## src/design/dac_load_pkg.sv

```systemverilog
`default_nettype none
package dac_load_pkg;

	// Latch addresses on the two select lines.
	localparam logic [1:0] ADDR_A_LOW = 2'h0;
	localparam logic [1:0] ADDR_A_HIGH = 2'h1;
	localparam logic [1:0] ADDR_B_LOW = 2'h2;
	localparam logic [1:0] ADDR_B_HIGH = 2'h3;

	// Code layout: the low byte and the upper nibble of a 12-bit code.
	localparam int CODE_W = 12;
	localparam int LOW_W = 8;
	localparam int HIGH_W = 4;

	// Pin timing minimums in nanoseconds.
	localparam int CLK_PERIOD_NS = 100;
	localparam int WR_PULSE_NS = 100;
	localparam int DATA_SETUP_NS = 80;
	localparam int ADDR_SETUP_NS = 15;
	localparam int HOLD_NS = 15;
	localparam int UPD_PULSE_NS = 100;

	// Cycle counts, least times rounded up, never below one.
	localparam int WR_PULSE_CYC =
		(WR_PULSE_NS + CLK_PERIOD_NS - 1) / CLK_PERIOD_NS;
	localparam int SETUP_CYC_RAW =
		(DATA_SETUP_NS + CLK_PERIOD_NS - 1) / CLK_PERIOD_NS;
	localparam int SETUP_CYC = (SETUP_CYC_RAW < 1) ? 1 : SETUP_CYC_RAW;
	localparam int HOLD_CYC =
		((HOLD_NS + CLK_PERIOD_NS - 1) / CLK_PERIOD_NS < 1) ? 1 :
		(HOLD_NS + CLK_PERIOD_NS - 1) / CLK_PERIOD_NS;
	localparam int UPD_PULSE_CYC =
		(UPD_PULSE_NS + CLK_PERIOD_NS - 1) / CLK_PERIOD_NS;
	localparam int ADDR_SETUP_CYC =
		((ADDR_SETUP_NS + CLK_PERIOD_NS - 1) / CLK_PERIOD_NS < 1) ? 1 :
		(ADDR_SETUP_NS + CLK_PERIOD_NS - 1) / CLK_PERIOD_NS;

	// Reset values of the bus pins and of the phase counter.
	localparam logic [7:0] BUS_RESET = 8'h00;
	localparam logic [3:0] CNT_RESET = 4'h0;

	// Sequencer phases.
	typedef enum logic [2:0] {
		ST_IDLE,
		ST_SETUP,
		ST_STROBE,
		ST_HOLD,
		ST_UPDATE
	} phase_e;

	// The pins driven towards the converter.
	typedef struct packed {
		logic select_n;
		logic write_n;
		logic channel_update_n;
		logic latch_sel_hi;
		logic latch_sel_lo;
		logic [3:0] bus_bits_upper;
		logic [3:0] bus_bits_lower;
	} dac_pins_s;

	// The request from user logic: both channel codes.
	typedef struct packed {
		logic [11:0] code_a;
		logic [11:0] code_b;
	} dac_req_s;

endpackage
`default_nettype wire

```

## src/design/dac_load_host.sv

```systemverilog
`timescale 1ns/1ns
`default_nettype none
// Summary of operation
// (RL1) Select low only during each write; the host holds it low from the first write through the last of the four.
// (RL2) Write strobe low selects latch with address.
// (RL3) Update low copies input latches to channels.
// (RL4) Upper address line is the most significant.
// (RL5) Upper bus lines carry code bits 7..4.
// (RL6) Lower lines carry bits 3..0 or 11..8.
// (RL7) Addresses 00,01,10,11 pick A low..B high.
// (RL8) Update with select, write high loads both.
// (RL9) Channel code is 12 bits: byte plus nibble.
module dac_load_host
	import dac_load_pkg::*;
(
	input wire logic ref_clk, // System clock, 10 MHz.
	input wire logic reset, // Asynchronous reset, active high.
	input wire logic clk_en, // Freezes all state while low.
	input wire logic req_valid, // A pair of codes is offered.
	input wire dac_req_s req, // Codes for channels A and B.
	output logic req_ready, // Host idle, request would be taken.
	output logic busy, // A load sequence is running.
	output dac_pins_s pins // Pins towards the converter.
);

	// Whole module state.
	typedef struct packed {
		phase_e phase;
		logic [1:0] addr;
		logic [3:0] cnt;
		dac_req_s codes;
		dac_pins_s pins;
		logic ready;
		logic busy;
	} state_s;

	state_s st_q; // Registered state.
	state_s st_d; // Next state.

	// Byte of a code that goes to the bus for a given latch address.
	function automatic logic [7:0] byte_for(input logic [1:0] a,
		input dac_req_s c);
		logic [11:0] code;
		code = a[1] ? c.code_b : c.code_a; // RL4
		if (a[0]) begin
			byte_for = {4'h0, code[11:8]}; // RL6 RL9
		end else begin
			byte_for = code[7:0]; // RL5 RL6
		end
	endfunction

	// Next-state logic of the load sequencer.
	always_comb begin
		logic [7:0] b;
		b = 8'h00;
		st_d = st_q;
		case (st_q.phase)
			ST_IDLE: begin
				// Wait for a request with all strobes parked high.
				if (req_valid) begin
					st_d.codes = req;
					st_d.addr = ADDR_A_LOW;
					st_d.ready = 1'b0;
					st_d.busy = 1'b1;
					st_d.cnt = CNT_RESET;
					st_d.phase = ST_SETUP;
					b = byte_for(ADDR_A_LOW, req);
					st_d.pins.latch_sel_hi = ADDR_A_LOW[1]; // RL4 RL7
					st_d.pins.latch_sel_lo = ADDR_A_LOW[0]; // RL4 RL7
					st_d.pins.bus_bits_upper = b[7:4]; // RL5
					st_d.pins.bus_bits_lower = b[3:0]; // RL6
					st_d.pins.select_n = 1'b0; // RL1
				end
			end
			ST_SETUP: begin
				// Address, data and select settle before the strobe.
				if (st_q.cnt >= 4'(SETUP_CYC - 1)) begin
					st_d.cnt = CNT_RESET;
					st_d.pins.write_n = 1'b0; // RL2
					st_d.phase = ST_STROBE;
				end else begin
					st_d.cnt = st_q.cnt + 4'h1;
				end
			end
			ST_STROBE: begin
				// Strobe stays low for the least pulse width.
				if (st_q.cnt >= 4'(WR_PULSE_CYC - 1)) begin
					st_d.cnt = CNT_RESET;
					st_d.pins.write_n = 1'b1; // RL2
					st_d.phase = ST_HOLD;
				end else begin
					st_d.cnt = st_q.cnt + 4'h1;
				end
			end
			ST_HOLD: begin
				// Hold data and address after the rising strobe edge.
				if (st_q.cnt >= 4'(HOLD_CYC - 1)) begin
					st_d.cnt = CNT_RESET;
					st_d.pins.select_n = 1'b1; // RL1
					if (st_q.addr == ADDR_B_HIGH) begin
						st_d.pins.channel_update_n = 1'b0; // RL3 RL8
						st_d.phase = ST_UPDATE;
					end else begin
						st_d.addr = st_q.addr + 2'h1; // RL7
						b = byte_for(st_d.addr, st_q.codes);
						st_d.pins.latch_sel_hi = st_d.addr[1]; // RL4
						st_d.pins.latch_sel_lo = st_d.addr[0]; // RL4
						st_d.pins.bus_bits_upper = b[7:4]; // RL5
						st_d.pins.bus_bits_lower = b[3:0]; // RL6
						st_d.pins.select_n = 1'b0; // RL1
						st_d.phase = ST_SETUP;
					end
				end else begin
					st_d.cnt = st_q.cnt + 4'h1;
				end
			end
			ST_UPDATE: begin
				// Update pulse while select and write stay high.
				if (st_q.cnt >= 4'(UPD_PULSE_CYC - 1)) begin
					st_d.cnt = CNT_RESET;
					st_d.pins.channel_update_n = 1'b1; // RL3
					st_d.ready = 1'b1;
					st_d.busy = 1'b0;
					st_d.phase = ST_IDLE;
				end else begin
					st_d.cnt = st_q.cnt + 4'h1;
				end
			end
			default: begin
				st_d.phase = ST_IDLE;
			end
		endcase
	end

	// State register, frozen while the clock enable is low.
	always_ff @(posedge ref_clk or posedge reset) begin
		if (reset) begin
			st_q <= '{phase: ST_IDLE, addr: ADDR_A_LOW, cnt: CNT_RESET,
				codes: '0,
				pins: '{select_n: 1'b1, write_n: 1'b1,
					channel_update_n: 1'b1, latch_sel_hi: ADDR_A_LOW[1],
					latch_sel_lo: ADDR_A_LOW[0],
					bus_bits_upper: BUS_RESET[7:4],
					bus_bits_lower: BUS_RESET[3:0]},
				ready: 1'b1, busy: 1'b0};
		end else if (clk_en) begin
			st_q <= st_d;
		end
	end

	assign pins = st_q.pins;
	assign req_ready = st_q.ready;
	assign busy = st_q.busy;
endmodule // dac_load_host
`default_nettype wire

```

## config.mk

```make
export PLATFORM = sky130hd
export DESIGN_NAME = dac_load_host
export DESIGN_NICKNAME = d
export VERILOG_FILES = /design/src/design/dac_load_pkg.sv /design/src/design/dac_load_host.sv
export SDC_FILE = /design/constraint.sdc
export NUM_CORES = 1
export LEC_CHECK = 0
export BUFFER_PORTS_ARGS = -buffer_cell sky130_fd_sc_hd__buf_2
export CORE_ASPECT_RATIO = 1.2
export CORE_MARGIN = 4
export CORE_UTILIZATION = 40
export CTS_CLUSTER_DIAMETER = 100
export DETAILED_ROUTE_END_ITERATION = 10
export PLACE_DENSITY = 0.72
export SLEW_MARGIN = 20
export SYNTH_ARGS = -nofsm -noshare
export SYNTH_HDL_FRONTEND = slang
export SYNTH_SLANG_ARGS = --single-unit
```

## constraint.sdc

```tcl
create_clock -name ref_clk -period 1.9 [get_ports ref_clk]
set_input_delay 0.38 -clock ref_clk [delete_from_list [all_inputs] [get_ports ref_clk]]
set_output_delay 0.38 -clock ref_clk [all_outputs]
set_load 0.005 [all_outputs]
```

* Word-level counts from Yosys, hierarchy flattened
Index checks and enable logic that the tools add are counted.
Operators by class: muxes and demuxes 27, $add $sub $neg 2, eq/ne operators 12, order comparisons 1, reduce and logical (&&, ||, !) cells 15
Operators by type and width (count):
- $mux 34 | 1
- $mux 12 | 2
- $pmux 10 s2 | 1
- $pmux 3 s5 | 1
- $ne 2x2->1 const B | 7
- $mux 3 | 4
- $reduce_and 4->1 | 3
- $mux 11 | 1
- $mux 10 | 1
- $reduce_and 5->1 | 2
- $reduce_bool 2->1 | 5
- $mux 8 | 1
- $pmux 2 s2 | 2
- $pmux 4 s2 | 1
- $eq 3x2->1 const B | 2
- $pmux 1 s2 | 3
- $reduce_and 3->1 | 2
- $reduce_and 6->1 | 1
- $mux 1 | 5
- $mux 5 | 1
- $add 4x1->4 const B | 1
- $ge 4x1->1 const B | 1
- $mux 2 | 2
- $mux 4 | 1
- 6 further kinds | 6
Word-level totals: output and inout port bits 15, register bits 48, word-level logic and storage cells 71, input bits 28

* Longest topological paths before layout
depth in word-level cells 6, mapped depth 6

* Worst setup path after synthesis
Ideal clock, no wire load.
path type reg-to-reg, start register, netlist name pins[8], end register st_q, in the netlist pins[0], cell stages (with the launch flop) 6, buffers on the path 1, path slack 0.253 ns, setup time 0.130 ns, data arrival time 1.518 ns, data required time 1.770 ns, path through dfrtp_1 ha_1 buf_2 mux4_2 nand2_1 a31oi_1
RTL lines:
- to (signal assigned) | line dac_load_host.sv:138 | st_q <= '{phase: ST_IDLE, addr: ADDR_A_LOW, cnt: CNT_RESET,
- to (signal assigned) | line dac_load_host.sv:147 | st_q <= st_d;
- to (decl) | line dac_load_host.sv:37 | state_s st_q;

==> metrics.txt <==
Crit. End Element=flip-flop; reg-to-reg endpoint=pins[3]; number of setup buffers added after CTS=0; final wirelength=between 3000 and 4000 um; CTS Hold Bufs=0; Clock power frac=around 16%; leak pwr=0.001146 uW; outcome=finished, final reports clean; worst r2r src=pins[9]; nets@finish=~230; Worst R2R Setup Slack=0.21 ns; syn avg cell area=between 10 and 15 um2; Mapped Cells=roughly 170; Top-Level Pins=43; DP Wirelength=about 2800 um; maximum vdd drop=between 0.0007 and 0.0008 V; Synth Flop Type=dfrtp_1; critical path arrival=1.86 ns; RSZ-0062 raised after global routing=false; Final Setup Violations=0; Async S/R FF share, synth=100.0%; clock net sink count=between 40 and 50; setup TNS=0 ns; area delta synth->final=12.94%; Pint=about 2500 uW; DR DRC count=0; Pre-Repair DR Iteration Count=4; Unique masters post-synth=30; Post-Syn Nets=200; initial antenna violation count=0; Worst Path Required=between 2 and 2.5 ns; Worst Path Class, Setup=flip-flop to flip-flop; H-tree levels=2; post-synth top area cell=dfrtp_1; DRT antenna net count=0; sequential share of power=~42%; Switching Share=roughly a third; Post-synth EDFFs=0; row count=28; vias in the first global route=about 1,300; fin crit share=around 90%; initial DRC count=120; PD cells=roughly 1500 mW/mm2; Slew @ Worst Pin=about 0.52 ns; area of the die=about 0.0065 mm2; Via-to-Cell Ratio=5.098; area fraction of the dominant cell type after synthesis=45.32%; total core area=approximately 0.005 mm2; Max clock buf depth=2; Post-Place Cell Area=0.002276 mm2; Switch Pwr=roughly 1200 uW; synth top area cells=dfrtp_1 (45%), mux2_4 (14%), buf_4 (5.4%), dfstp_2 (5.0%), mux4_2 (4.3%); Final Skew=between 0.008 and 0.009 ns; PostCTS Resize Cnt=0; total CTS buffers=5; CP Max Fanout=5; Mapped Area=0.002098 mm2; total gr overflow=0; WL per Instance=~15 um; Hold Violations, Final=0; PortBufs=between 40 and 50; DR vias=1,351; fmax=between 500 and 600 MHz; share of cells above drive strength 1=between 40 and 50%; R2R cell count=4; Logic pwr share=between 40% and 50%; sequential share of the synthesized area=between 50% and 60%; die width=74.12 um; Final Cell Area=0.002370 mm2; Reg clk slew, reported paths=around 0.080 ns; Tot GR Track Use=a little over an eighth; fin. max-slew vios=0; clk root buf=clkbuf_8; yosys warns=0; Die H=about 87 um; Starting Density=about two fifths; Slew headroom=about two thirds; most frequent cell after synthesis=dfrtp_1; Commonest cells post-synth=dfrtp_1 (38), mux2_4 (20), buf_4 (15); Seq cells post-synth=between 40 and 50; clock period minus worst slack=1.690 ns; Hold/Removal Path Class=input pin to async pin; n_diodes=0; worst-skew pair later-pin latency=approximately 0.3 ns; routability cong.=0.7089; largest net degree at the start of global routing=43; Worst setup SP type=flip-flop; first-pass GRT wire length=about 6600 um; max cap viols=0; TritonCTS clock tree=done
## worst max-delay path by stage
| stage | from | cells after the start | endpoint | slack [ns] |
|---|---|---|---|---|
| after global placement | pins[9] | 4 | pins[1] | 0.25 |
| after global routing | pins[9] | 6 | pins[6] | 0.05 |
| final | pins[9] | 4 | pins[3] | 0.21 |
| after CTS | pins[9] | 4 | pins[3] | 0.20 |
| after detailed placement | pins[9] | 4 | pins[0] | 0.20 |
| after floorplan | pins[8] | 5 | pins[0] | 0.25 |
## registers in the layout, summed over array words and instances (netlist names)
signal     flops
st_q          27
pins          13
busy           1
req_ready      1
## worst max-delay path, stage by stage (launching register included)
cell     delay, ns
dfrtp_1       0.41
ha_1          0.47
mux4_2        0.54
nand2_1       0.08
a31oi_1       0.07
## power by group through the flow
stage               Combinational, uW  Clock, uW  Sequential [uW]
floorplan                        1340          0             1480
global placement                 1490          0             1550
detailed placement               1530          0             1560
CTS                              1540        613             1540
global route                     1670        641             1580
finish                           1520        590             1540
## cell families (layout without fill, tap and decap cells)
logic type / count (synthesis) / after routing / synth area share, %
simple gates: 36 / 36 / 8.349
compound gates: 31 / 31 / 8.885
mux: 33 / 33 / 23.14
fa+ha+maj: 1 / 1 / 0.5962
buf+inv: 28 / 62 / 8.705
flops: 42 / 42 / 50.33
## final cells by class
type	instances	area, um2
Tap cell	60	75.07
Multi-Input combinational cell	101	859.6
Sequential cell	42	1056
Timing Repair Buffer	50	270.3
Inverter	4	15.01
Clock inverter	3	25.02
Fill cell	471	2640
Clock buffer	5	68.82
## through the flow
| step | power, uW | setup slack [ns] | hold slack, ns | utilization (%) | cells |
|---|---|---|---|---|---|
| 2_1_floorplan | 2813 | 0.2526 | 0.4579 | - | 171 |
| 3_3_place_gp | 3034 | 0.2478 | 0.4660 | 45.43 | 257 |
| 3_5_place_dp | 3082 | 0.2048 | 0.4725 | 45.43 | 257 |
| 4_1_cts | 3691 | 0.2008 | 0.2168 | 47.30 | 265 |
| 5_1_grt | 3898 | 0.05223 | 0.2737 | 47.30 | 265 |
| 6_report | 3644 | 0.2102 | 0.2020 | 47.30 | 265 |
## layout by cell type (no fill, tap or decap), drive strengths merged
cell type,n
a21oi,8
a22o,1
a22oi,4
a31oi,6
a32o,1
and2b,1
and3,1
and3b,1
buf,50
clkbuf,5
clkinv,1
clkinvlp,1
dfrtp,38
dfstp,4
ha,1
inv,5
mux2,24
mux2i,5
mux4,4
nand2,15
nand3,2
nand3b,1
nor2,14
nor3b,1
o21a,1
o21ai,9
o31ai,1
## routing by layer
metal	global-route usage [%]	share of wire (%)	routed length, um	vias up
li1	-	-	-	652
met1	18.51	45	1798	658
met2	20.56	48	1919	36
met3	3.695	5.5	219	5
met4	3.789	1.0	41	0
met5	0	0	0	-
No activity file was read; power rests on OpenSTA's default activity.
